## src/pcr_pkg.sv

```systemverilog
// pcr_pkg: shared widths, reset values, states and carrier structs of the packet crc block
package pcr_pkg;

   // ---------------------------------------------------------------
   // datapath shape
   // ---------------------------------------------------------------
   localparam int DATA_W = 32;
   localparam int SYMS = 4;
   localparam int SYM_W = DATA_W / SYMS;
   localparam int EMPTY_W = (SYMS > 1) ? $clog2(SYMS) : 1;
   localparam int CRC_W = 32;
   localparam int CHANNELS = 4;
   localparam int CH_W = (CHANNELS > 1) ? $clog2(CHANNELS) : 1;

   // ---------------------------------------------------------------
   // build-time defaults
   // ---------------------------------------------------------------
   localparam logic [CRC_W-1:0] CRC_POLY_DEF = 32'h04c11db7;
   localparam logic [CRC_W-1:0] CRC_INIT_DEF = 32'hffffffff;
   localparam logic [CH_W-1:0] CH_LAST = CH_W'(CHANNELS - 1);

   // ---------------------------------------------------------------
   // fixed latency from end-of-packet word to result-valid, in cycles
   // ---------------------------------------------------------------
   localparam int LAT_AREA = 2;
   localparam int LAT_SPEED = 3;

   // ---------------------------------------------------------------
   // reset values
   // ---------------------------------------------------------------
   localparam logic [CRC_W-1:0] CRC_RST = 32'h00000000;
   localparam logic [CH_W-1:0] CH_RST = '0;
   localparam logic [DATA_W-1:0] DATA_RST = 32'h00000000;
   localparam logic [EMPTY_W-1:0] EMPTY_RST = '0;

   // ---------------------------------------------------------------
   // control states
   // ---------------------------------------------------------------
   typedef enum logic [1:0] {
      ST_INIT = 2'b01,
      ST_RUN = 2'b10
   } pcr_st_type;

   // ---------------------------------------------------------------
   // carriers
   // ---------------------------------------------------------------
   typedef struct packed {
      logic valid;
      logic sop;
      logic eop;
      logic [EMPTY_W-1:0] empty;
      logic [CH_W-1:0] chan;
      logic [DATA_W-1:0] data;
   } pcr_word_type;

   typedef struct packed {
      logic valid;
      logic [CH_W-1:0] chan;
      logic [CRC_W-1:0] crc;
      logic bad;
   } pcr_result_type;

   typedef struct packed {
      logic en;
      logic [CH_W-1:0] addr;
      logic [CRC_W-1:0] crc;
   } pcr_ctxwr_type;

   localparam pcr_word_type WORD_RST = '{1'b0, 1'b0, 1'b0, EMPTY_RST, CH_RST, DATA_RST};
   localparam pcr_result_type RES_RST = '{1'b0, CH_RST, CRC_RST, 1'b0};
   localparam pcr_ctxwr_type CTXWR_RST = '{1'b0, CH_RST, CRC_RST};

endpackage : pcr_pkg

```

## src/pcr_ctx_mem.sv

```systemverilog
// pcr_ctx_mem: per-channel crc context memory with registered read data
`timescale 1ns/100ps
module pcr_ctx_mem #(
   parameter int WIDTH = 32,
   parameter int DEPTH = 4,
   parameter int AW = 2
) (
   // clock
   input wire logic clk_sys,
   // write port
   input wire logic wr_en,
   input wire logic [AW-1:0] wr_addr,
   input wire logic [WIDTH-1:0] wr_data,
   // read port
   input wire logic [AW-1:0] rd_addr,
   output logic [WIDTH-1:0] rd_data
);

   logic [WIDTH-1:0] mem [DEPTH];

   // read returns the old word when the same entry is written in that cycle
   always_ff @(posedge clk_sys) begin
      if (wr_en) begin
         mem[wr_addr] <= wr_data;
      end
      rd_data <= mem[rd_addr];
   end

endmodule : pcr_ctx_mem

```

## src/pcr_crc_engine.sv

```systemverilog
// pcr_crc_engine: streaming packet crc generator or checker with channel contexts
`timescale 1ns/100ps

// What this block does
// - generator folds each valid input word of message into the running crc
// - checker folds each valid codeword word, message plus checksum, into the crc
// - valid may drop anywhere inside or between packets without harm
// - data, markers and empty are ignored while valid is low
// - generator pulses result-valid with checksum a fixed delay after end word
// - checksum is only meaningful in the result-valid cycle
// - checker pulses result-valid with error flag high on syndrome mismatch
// - error flag is only meaningful in the result-valid cycle
// - a new packet is taken while the previous result is still in flight
// - start may follow end on the very next cycle, both processed right
// - each channel keeps its own crc context in context memory
// - multi-channel works in both speed and area variants
// - result channel output carries the finished packet's channel with result-valid
// - no software access port; only results on dedicated outputs
// - asynchronous active-low reset returns all engine registers to initial values; context memory is not reset
// - empty counts unused low symbols of the end word
// - contexts are initialised after reset, then init-complete rises
// - crc register is preloaded with the starting value before each packet
module pcr_crc_engine import pcr_pkg::*; #(
   parameter logic [CRC_W-1:0] POLY = CRC_POLY_DEF,
   parameter logic [CRC_W-1:0] INIT = CRC_INIT_DEF,
   parameter bit CHECKER = 1'b0,
   parameter bit SPEED_OPT = 1'b1
) (
   // clock and reset
   input wire logic clk_sys,
   input wire logic rst_b,
   // packet stream in
   input wire logic [DATA_W-1:0] data_in,
   input wire logic data_valid,
   input wire logic start_pkt,
   input wire logic end_pkt,
   input wire logic [EMPTY_W-1:0] empty_in,
   input wire logic [CH_W-1:0] chan_in,
   // results out
   output logic crc_valid,
   output logic [CRC_W-1:0] checksum,
   output logic crc_bad,
   output logic [CH_W-1:0] crc_chan,
   output logic init_done
);

   // ---------------------------------------------------------------
   // state
   // ---------------------------------------------------------------
   typedef struct packed {
      pcr_st_type state;
      logic [CH_W-1:0] init_addr;
      pcr_word_type pre;
      pcr_word_type stg;
      pcr_ctxwr_type fwd;
      pcr_result_type res;
   } pcr_engine_type;

   localparam pcr_engine_type ENG_RST = '{ST_INIT, CH_RST, WORD_RST, WORD_RST, CTXWR_RST,
                                          RES_RST};

   pcr_engine_type s_q;
   pcr_engine_type s_d;

   pcr_word_type w_in;
   pcr_word_type front;
   pcr_ctxwr_type ctx_wr;
   logic [CRC_W-1:0] ctx_rd;
   logic [CRC_W-1:0] ctx_cur;
   logic [CRC_W-1:0] crc_base;
   logic [CRC_W-1:0] crc_next;
   logic [EMPTY_W-1:0] eff_empty;

   // ---------------------------------------------------------------
   // crc fold of one word, msb first, skipping empty low symbols
   // ---------------------------------------------------------------
   function automatic logic [CRC_W-1:0] crc_fold(input logic [CRC_W-1:0] crc,
                                                 input logic [DATA_W-1:0] data,
                                                 input logic [EMPTY_W-1:0] empty);
      logic [CRC_W-1:0] c;
      logic fb;
      int skip;
      c = crc;
      fb = 1'b0;
      skip = int'(empty) * SYM_W;
      for (int b = DATA_W - 1; b >= 0; b--) begin
         if (b >= skip) begin
            fb = c[CRC_W-1] ^ data[b];
            c = {c[CRC_W-2:0], 1'b0};
            if (fb) begin
               c = c ^ POLY;
            end
         end
      end
      return c;
   endfunction : crc_fold

   // ---------------------------------------------------------------
   // context memory
   // ---------------------------------------------------------------
   pcr_ctx_mem #(
      .WIDTH(CRC_W),
      .DEPTH(CHANNELS),
      .AW(CH_W)
   ) u_ctx_mem (
      .clk_sys(clk_sys),
      .wr_en(ctx_wr.en),
      .wr_addr(ctx_wr.addr),
      .wr_data(ctx_wr.crc),
      .rd_addr(front.chan),
      .rd_data(ctx_rd)
   );

   // ---------------------------------------------------------------
   // next state
   // ---------------------------------------------------------------
   always_comb begin
      s_d = s_q;

      // input word; fields held when valid is low
      w_in = s_q.pre;
      w_in.valid = 1'b0;
      if (data_valid && s_q.state == ST_RUN) begin
         w_in.valid = 1'b1;
         w_in.sop = start_pkt;
         w_in.eop = end_pkt;
         w_in.empty = empty_in;
         w_in.chan = (CHANNELS > 1) ? chan_in : CH_RST;
         w_in.data = data_in;
      end

      // optional input register stage for speed
      s_d.pre = w_in;
      front = SPEED_OPT ? s_q.pre : w_in;
      s_d.stg = front;

      // context of the word in stage, with forward of last write
      if (s_q.fwd.en && s_q.fwd.addr == s_q.stg.chan) begin
         ctx_cur = s_q.fwd.crc;
      end else begin
         ctx_cur = ctx_rd;
      end
      crc_base = s_q.stg.sop ? INIT : ctx_cur;
      eff_empty = s_q.stg.eop ? s_q.stg.empty : EMPTY_RST;
      crc_next = crc_fold(crc_base, s_q.stg.data, eff_empty);

      // context write: sweep during init, fold result when running
      ctx_wr = CTXWR_RST;
      if (s_q.state == ST_INIT) begin
         ctx_wr.en = 1'b1;
         ctx_wr.addr = s_q.init_addr;
         ctx_wr.crc = INIT;
      end else if (s_q.stg.valid) begin
         ctx_wr.en = 1'b1;
         ctx_wr.addr = s_q.stg.chan;
         ctx_wr.crc = crc_next;
      end
      s_d.fwd = ctx_wr;

      // result, one cycle after the fold; pipeline never stalls
      s_d.res.valid = s_q.stg.valid && s_q.stg.eop;
      if (s_q.stg.valid && s_q.stg.eop) begin
         s_d.res.chan = s_q.stg.chan;
         s_d.res.crc = crc_next;
         s_d.res.bad = CHECKER && (crc_next != CRC_RST);
      end

      // init sequencing
      case (s_q.state)
         ST_INIT: begin
            if (s_q.init_addr == CH_LAST) begin
               s_d.state = ST_RUN;
            end else begin
               s_d.init_addr = s_q.init_addr + CH_W'(1);
            end
         end
         ST_RUN: begin
            s_d.state = ST_RUN;
         end
         default: begin
            s_d.state = ST_INIT;
            s_d.init_addr = CH_RST;
         end
      endcase
   end

   // ---------------------------------------------------------------
   // state register
   // ---------------------------------------------------------------
   always_ff @(posedge clk_sys or negedge rst_b) begin
      if (!rst_b) begin
         s_q <= ENG_RST;
      end else begin
         s_q <= s_d;
      end
   end

   // ---------------------------------------------------------------
   // outputs from registers, checksum tied to zero in checker; no other access path
   // ---------------------------------------------------------------
   assign crc_valid = s_q.res.valid;
   assign checksum = CHECKER ? CRC_RST : s_q.res.crc;
   assign crc_bad = s_q.res.bad;
   assign crc_chan = s_q.res.chan;
   assign init_done = (s_q.state == ST_RUN);

endmodule : pcr_crc_engine

```

## config.mk

```make
export PLATFORM = sky130hd
export DESIGN_NAME = pcr_crc_engine
export DESIGN_NICKNAME = d
export VERILOG_FILES = /design/src/pcr_pkg.sv /design/src/pcr_ctx_mem.sv /design/src/pcr_crc_engine.sv
export SDC_FILE = /design/constraint.sdc
export NUM_CORES = 1
export LEC_CHECK = 0
export BUFFER_PORTS_ARGS = -buffer_cell sky130_fd_sc_hd__buf_4
export CAP_MARGIN = 15
export CORE_MARGIN = 2
export CORE_UTILIZATION = 67
export CTS_CLUSTER_SIZE = 8
export DETAILED_ROUTE_END_ITERATION = 12
export PLACE_DENSITY_LB_ADDON = 0.15
export SLEW_MARGIN = 20
export SYNTH_ARGS = -nofsm -noshare
export SYNTH_HDL_FRONTEND = slang
export SYNTH_SLANG_ARGS = --single-unit
```

## constraint.sdc

```tcl
create_clock -name clk_sys -period 10.4 [get_ports clk_sys]
set_clock_uncertainty 0.05 [all_clocks]
set_input_delay 0 -clock clk_sys [delete_from_list [all_inputs] [get_ports clk_sys]]
set_output_delay 0 -clock clk_sys [all_outputs]
set_load 0.01 [all_outputs]
```

### Word-level counts from Yosys, hierarchy flattened

Memory sizes are Yosys's and may differ from the RTL's. A register that Yosys moved wholly into a read port is not among the register bits.
Cells that the tools add are included.
W data, S select, Z words.

* mux-type cells: 76
* reductions and logical operators: 4
* $add $sub $neg: 1
* bitwise logic cells: 65
* equality and inequality tests: 6
* order comparisons: 32

Operators with widths (number)
* $mux W32: 34
* $mux W27: 32
* $not A14 Y14: 32
* $ge A5 B5 Y1 const A: 16
* $mux W35: 2
* $ge A4 B5 Y1 const A: 8
* $mux W39: 1
* $xor A1 B1 Y1: 32
* $ge A3 B5 Y1 const A: 4
* $ge A1 B5 Y1 const A: 2
* $ge A2 B5 Y1 const A: 2
* $pmux W2 S2: 2
* $mux W2: 3
* $eq A2 B2 Y1 const B: 2
* $logic_and A1 B1 Y1: 3
* $add A2 B1 Y2 const B: 1
* $eq A2 B1 Y1 const B: 1
* $eq A2 B2 Y1: 1
* $mux W1: 2
* $ne A2 B1 Y1 const B: 1
* $ne A2 B2 Y1 const B: 1
* $reduce_and A2 Y1: 1
* $not A1 Y1: 1

* logic and storage cells: 205
* memories kept: 1
* input port bits: 41
* RAM bits: 128
* output and inout bits: 37
* register bits: 152

Memories
* u_ctx_mem.mem: words 4, width 32, read ports 1, clocked after Yosys merged registers in 1, write ports 1, line pcr_ctx_mem.sv:19 `logic [WIDTH-1:0] mem [DEPTH];`

### Depth between registers and ports, before layout

Gate-level depths: netlist of the first run.

* depth in word-level cells: 104
* gate-level depth with buffers: 25
* gate-level depth less buffers: 18

### Hierarchy

From an unflattened synthesis of the first run, not the netlist that was laid out.

* cell total of the unflattened synthesis: 1473
* area total of the unflattened synthesis: 17934.7 sq um

By module, submodules not included
* pcr_crc_engine: instances 1, cells each 1270, seq. area each 3804.9 sq um, area an instance 12604.6 sq um
* pcr_ctx_mem: instances 1, cells each 203, seq. area each 4484.3 sq um, area an instance 5330.1 sq um

### Least setup slack after synthesis of the first run

OpenSTA, ideal clock, no wires.

* path type: flip-flop to flip-flop
* start point: register s_q[104] (netlist name)
* end point: memory u_ctx_mem.mem[0][9] (data pin)
* stages on the path, launching flop included: 23
* arrival time: 5.996 ns
* required time: 10.060 ns
* buffers on the path: 4
* period minus slack after synthesis: 6.337 ns
* path slack: 4.063 ns
* library setup time: 0.290 ns
* path through: dfrtp_1 -> buf_4 -> xnor2_1 -> buf_6 -> nand3_1 -> a211oi_1 -> xnor3_2 -> xnor3_1 -> nor2_1 -> xnor3_1 -> xor2_1 -> mux2_4 -> or2_1 -> buf_6 -> xnor3_1 -> or2_1 -> a41o_1 -> or3_1 -> buf_6 -> xnor2_2 -> xor3_1 -> nor2_1 -> o21ai_1

RTL lines
* from (decl): line pcr_crc_engine.sv:62 `pcr_engine_type s_q;`
* from (signal assigned): line pcr_crc_engine.sv:192 `s_q <= ENG_RST;`
* from (signal assigned): line pcr_crc_engine.sv:194 `s_q <= s_d;`
* to (decl): line pcr_ctx_mem.sv:19

==> impl_metrics.csv, run 1 <==
group,metric,value,unit
global_route,grt_pass1_vias,11987,
logic_synthesis,synthCells,1469,
clocking,clockBufferDepth,3,
logic_synthesis,netlist_area,17700,um^2
floorplan,fp.dieArea,27700,um^2
worst_setup_path,slowest_stage,"or4_1",
global_route,grt_pass1_wl,73300,um
logic_synthesis,synth_seq_cells,312,
worst_setup_path,worstPathRequired,10.67,ns
sta,min_period,8.22,ns
routing,wl_per_cell,25.3,um
logic_synthesis,ys.flop_type,"dfrtp_1",
layout,final_cell_mix,"xnor2_1, dfrtp_1, nand2_1",
sta,fin_setup_tns,0,ns
place,detailed_place_hpwl,32500,um
sta,setup_viol,0,
worst_setup_path,arrival,8.49,ns
layout,area_growth_syn_to_layout,12.8,%
clocking,cts_hold_buf,39,
sta,final-hold-violation-count,2,
worst_setup_path,crit_fanout,36,
job,maxCapViolations,0,
layout,finalNetCount,1575,
clocking,cts_resized,0,
clocking,clock_latency,0.56,ns
sta,rsz0062_at_grt,"false",
floorplan,pin_count,78,
floorplan,initial_core_util,0.681,
logic_synthesis,synth_top_area_share,0.217,
clocking,cts_setup_buffers,0,
worst_setup_path,path_delay_family,"simple AND/OR/NAND/NOR gates",
sta,tightest_slew,1.05,ns
global_route,antenna_found_initial,1,
worst_setup_path,cp-end-kind,"flip-flop",
logic_synthesis,syn_area_per_cell,12.0,um^2
routing,antenna_left,0,
worst_setup_path,path_class,"flip-flop to flip-flop",
sta,whs,-0.00500,ns
worst_setup_path,crit_path_cell_trace,"buf_4 -> clkinv_1 -> o31a_1 -> o311ai_0 -> nand2_1 -> or4_1 -> nand4_2 -> xnor2_2 -> xor2_1 -> mux2_4 -> or2_1 -> xnor3_1 -> or2_1 -> a41o_1 -> or3_1 -> xnor2_1 -> xor3_1 -> or2_1 -> a31oi_1",
logic_synthesis,synthDistinctLibCells,98,
place,place_congestion,0.946,
floorplan,die_x,167,um
run_status,status,"finished with violations",
sta,slew_violations,0,
clocking,htreeDepth,2,
global_route,track_usage,0.348,
global_route,grt_max_degree,80,
clocking,cts_root_buf,"clkbuf_16",
global_route,gr-total-overflow,0,
floorplan,num_rows,59,
floorplan,die_h,167,um
logic_synthesis,yosysTopAreaCell,"edfxtp_1",
routing,drtIter0Drc,1551,
logic_synthesis,yosys_warnings,0,
clocking,cts_buffers,45,
logic_synthesis,seq_area_frac_synth,0.468,
sta,fmax,122,MHz
sta,finalCritPeriodShare,0.790,
clocking,clock-sinks,312,
logic_synthesis,synthArstFlopShare,0.487,
clocking,cts_tree,"done",
worst_setup_path,cpPeakStageDelay,0.69,ns
hold_path,hold_class,"input port to async pin",
routing,wl,48000,um
worst_setup_path,cp_num_buf_inv,2,
routing,drc_errors,0,
floorplan,core,26000,um^2
place,port_buffers,76,
logic_synthesis,synth_edf_count,128,
routing,vias,12346,
routing,drt-vias-per-instance,6.51,
sta,slew_headroom,0.295,
clocking,clk_pin_slew_worst_paths,0.05,ns
worst_setup_path,cp-start-kind,"flip-flop",
logic_synthesis,synth.net_count,1513,
layout,drive_above_1_share,0.193,
logic_synthesis,synth.area.top_cells,"edfxtp_1, dfrtp_1, xnor2_1",
routing,dr.pass1.iters,5,
run_status,violations,"negative hold slack",
worst_setup_path,path_common_cell,"or2_1",
layout,final_common_cell,"xnor2_1",
==> cell families after synthesis <==
group	after synthesis	share of synthesized area
buffers and inverters	144	0.0442
DFF	312	0.468
and+or+nand+nor	358	0.100
other	1	0.000212
AOI/OAI and AO/OA	256	0.107
adders and majority gates	3	0.00212
muxes	107	0.0872
xor gates and xnor gates	288	0.191
==> per-layer routing <==
metal,global-route usage,part of all wire,wire (um),vias up
met1,0.508,0.40,19400,6058
li1,-,-,-,5407
met3,0.0768,0.11,5250,121
met5,0,0.00027,13,-
met4,0.130,0.039,1880,2
met2,0.519,0.45,21400,758
==> worst paths after layout <==
path	start	to	slack [ns]	cells after the start
max in group asynchronous	rst_b	s_q[58]	9.11	3
worst max-delay path	s_q[70]	u_ctx_mem.mem[2][23]	2.18	19
worst min-delay path	rst_b	front[30]	-0.005	2
worst min register to register	front[38]	s_q[109]	0.30	0
worst max register to register	s_q[70]	u_ctx_mem.mem[2][23]	2.18	19
min in group clk_sys	data_valid	front[38]	0.02	3
==> Yosys cell counts (20+ instances only) <==
cell type,number
a21oi_1,47
buf_4,43
clkbuf_1,52
dfrtp_1,151
dfxtp_1,32
edfxtp_1,128
mux2_2,54
mux2i_1,20
mux4_2,32
nand2_1,139
nand3_1,25
nor2_1,74
o21ai_0,52
xnor2_1,153
xnor3_1,42
xor2_1,70
==> cell type report <==
| class | instances | area (um^2) |
|---|---|---|
| inverters | 20 | 75.1 |
| fillers | 1621 | 6020 |
| diodes | 1 | 2.50 |
| well taps | 335 | 419 |
| clock buffers | 73 | 1240 |
| clock inverters | 4 | 88.8 |
| repair buffers | 139 | 1150 |
| multi-input cells | 1013 | 8700 |
| flip-flops and latches | 312 | 8290 |
==> state kept, by name, indices dropped and copies added (netlist names) <==
name	count
crc_chan	2
u_ctx_mem.mem	128
u_ctx_mem.rd_data	32
checksum	32
crc_valid	1
front	39
s_q	78
==> per-stage QoR <==
step	cell area (um^2)	std cells	util	setup slack [ns]
CTS	19900	1896	0.768	2.19
global placement	18200	1780	0.701	2.55
finish	20000	1897	0.768	2.18
global route	20000	1896	0.768	1.75
detailed placement	18200	1780	0.701	2.22
floorplan	17700	1469	-	4.06
==> worst reg2reg max path, delay by kind of cell (launching register included) <==
kind            cells  cell delay [ns]
compound gates      4             1.65
simple gates        7             2.97
mux                 1             0.37
flops               1             0.33
buf+inv             2             0.91
xor+xnor            5             1.72
Power of run 1 is left out: the tool's default activity adds up to more than one toggle a clock period on the data nets, which glitch-free logic cannot reach.
==> run 2: changes to the inputs <==
--- a/config.mk
+++ b/config.mk
@@ -8,7 +8,7 @@
 export BUFFER_PORTS_ARGS = -buffer_cell sky130_fd_sc_hd__buf_4
 export CAP_MARGIN = 15
 export CORE_MARGIN = 2
-export CORE_UTILIZATION = 67
+export CORE_UTILIZATION = 63
 export CTS_CLUSTER_SIZE = 8
 export DETAILED_ROUTE_END_ITERATION = 12
 export PLACE_DENSITY_LB_ADDON = 0.15
==> constraint.sdc (replaced) <==
create_clock -name clk_sys -period 8.58 [get_ports clk_sys]
set_clock_uncertainty 0.05 [all_clocks]
set_input_delay 0 -clock clk_sys [delete_from_list [all_inputs] [get_ports clk_sys]]
set_output_delay 0 -clock clk_sys [all_outputs]
set_load 0.01 [all_outputs]
==> run 2 against run 1 <==
  * The run still ends with negative hold slack left
  * Fmax barely moved
  * Count of clock-buffer cells in the layout rose by 4
  * Sequential share of layout area fell by 0.41 points
  * Non-clock buffer count rose by 15
  * Wire length rose by 1.6%
  * Critical endpoint is now u_ctx_mem.mem[0][23]
  * Sequential cell count did not move
  * Critical path type unchanged
==> impl_metrics.csv, run 2 (same netlist as run 1, synthesis figures left out) <==
group,metric,value,unit
run_status,status,"finished with violations",
run_status,violations,"negative hold slack",
worst_setup_path,r2r-end,"u_ctx_mem.mem[0][23]",
worst_setup_path,path_delay_family,"XOR/XNOR gates",
routing,antenna_left,0,
worst_setup_path,cp_num_buf_inv,0,
sta,slew_headroom,0.279,
worst_setup_path,rrSetupSlack,0.36,ns
global_route,grt_pass1_wl,73500,um
global_route,grt_max_degree,80,
routing,wl,48700,um
layout,drive_above_1_share,0.199,
layout,final_util,0.728,
global_route,gr-total-overflow,0,
routing,vias,12420,
layout,nFillCells,1859,
worst_setup_path,crit_path_cell_trace,"xnor2_4 -> a211oi_1 -> o32ai_4 -> xor2_2 -> mux2i_1 -> nand4_2 -> xnor2_2 -> xor2_1 -> mux2_4 -> or2_1 -> xnor3_1 -> or2_1 -> a41o_1 -> or3_1 -> xnor2_1 -> xor3_1 -> or2_1 -> a31oi_1",
worst_setup_path,path_class,"flip-flop to flip-flop",
floorplan,initial_core_util,0.639,
worst_setup_path,arrival,8.46,ns
sta,fin_setup_tns,0,ns
sta,fmax,122,MHz
clocking,cts_tree,"done",
sta,setup_viol,0,
routing,drc_errors,0,
sta,rsz0062_at_grt,"false",
layout,area_growth_syn_to_layout,13.9,%
routing,drt-vias-per-instance,6.34,
layout,finalNetCount,1590,
clocking,clk_pin_slew_worst_paths,0.06,ns
worst_setup_path,r2r_start,"s_q[103]",
place,place_congestion,0.967,
clocking,htreeDepth,2,
sta,whs,-0.0120,ns
worst_setup_path,crit_fanout,23,
worst_setup_path,worstPathRequired,8.82,ns
layout,largest-register,"u_ctx_mem.mem",
global_route,antenna_found_initial,0,
clocking,clockBufferDepth,3,
worst_setup_path,cpPeakStageDelay,0.66,ns
worst_setup_path,slowest_stage,"o32ai_4",
clocking,cts_root_buf,"clkbuf_16",
clocking,cts_buffers,45,
hold_path,hold_class,"input port to async pin",
sta,min_period,8.22,ns
sta,finalCritPeriodShare,0.958,
routing,wl_per_cell,24.9,um
layout,final_common_cell,"xnor2_1",
global_route,grt_pass1_vias,12026,
worst_setup_path,path_depth,18,
clocking,clock_latency,0.57,ns
routing,drtIter0Drc,1664,
layout,final_cells,1958,
layout,regArea,8290,um^2
worst_setup_path,cp-end-kind,"flip-flop",
place,detailed_place_hpwl,33300,um
global_route,track_usage,0.338,
place,port_buffers,76,
worst_setup_path,path_common_cell,"or2_1",
routing,dr.pass1.iters,5,
sta,tightest_slew,1.08,ns
floorplan,die_h,172,um
floorplan,pin_count,78,
floorplan,fp.dieArea,29500,um^2
layout,diodes,0,
job,maxCapViolations,0,
worst_setup_path,cp-start-kind,"flip-flop",
clocking,clock-sinks,312,
layout,multi_input_area,8730,um^2
floorplan,die_x,172,um
layout,final_cell_mix,"xnor2_1, dfrtp_1, nand2_1",
floorplan,core,27700,um^2
worst_setup_path,worstRegToRegCells,18,
layout,largest_register_ffs,128,
place,placed_cells,1838,
sta,slew_violations,0,
floorplan,num_rows,61,
sta,final-hold-violation-count,7,
-- run 2: cell types whose count changed in the layout (fill, tap and decap cells not counted), sizes merged --
cell and delta:
clkinv -1, clkbuf +4, inv +1, buf +15, diode -1
-- run 2: cell type report --
cell class / instances / area share
multi-input combinational: 1013 / 0.433
sequential: 312 / 0.411
timing repair buffer: 154 / 0.0625
clock buffer: 77 / 0.0618
tap: 378 / 0.0235
clock inverter: 4 / 0.00441
inverter: 20 / 0.00372
-- run 2: worst reg2reg max path, stage by stage (launching register included) --
cell      delay [ns]
dfrtp_1         0.54
xnor2_4         0.61
a211oi_1        0.24
o32ai_4         0.66
xor2_2          0.52
mux2i_1         0.36
nand4_2         0.30
xnor2_2         0.47
xor2_1          0.47
mux2_4          0.37
or2_1           0.39
xnor3_1         0.50
or2_1           0.27
a41o_1          0.23
or3_1           0.64
xnor2_1         0.36
xor3_1          0.27
or2_1           0.23
a31oi_1         0.47
-- run 2: worst max path at each step --
stage | start | to
2_1_floorplan | s_q[104] | u_ctx_mem.mem[0][9]
3_3_place_gp | s_q[103] | u_ctx_mem.mem[2][23]
3_5_place_dp | s_q[103] | u_ctx_mem.mem[2][23]
4_1_cts | s_q[103] | u_ctx_mem.mem[1][23]
5_1_grt | s_q[103] | u_ctx_mem.mem[1][23]
6_report | s_q[103] | u_ctx_mem.mem[0][23]
-- run 2: per-layer routing --
metal  global-route usage  up-vias  share of wire
li1                     -     5442              -
met1                0.485     6170           0.41
met2                0.518      698           0.46
met3               0.0651      110          0.096
met4                0.121        0          0.033
met5                    0        -              0
-- run 2: through the flow --
step / area (um^2) / setup slack [ns]
floorplan: 17700 / 2.24
global placement: 18400 / 0.496
global route: 20200 / 0.0779
CTS: 20100 / 0.217
detailed placement: 18400 / 0.337
finish: 20200 / 0.361
-- run 2: timing repair --
action | in CTS | in global routing
resized for setup | 0 | 4
endpoints found under the hold margin | 111 | 0
endpoints found under the setup margin | 0 | 13
hold buffers | 39 | 0
setup buffers | 0 | 0
Power of run 2 is left out for the same reason.
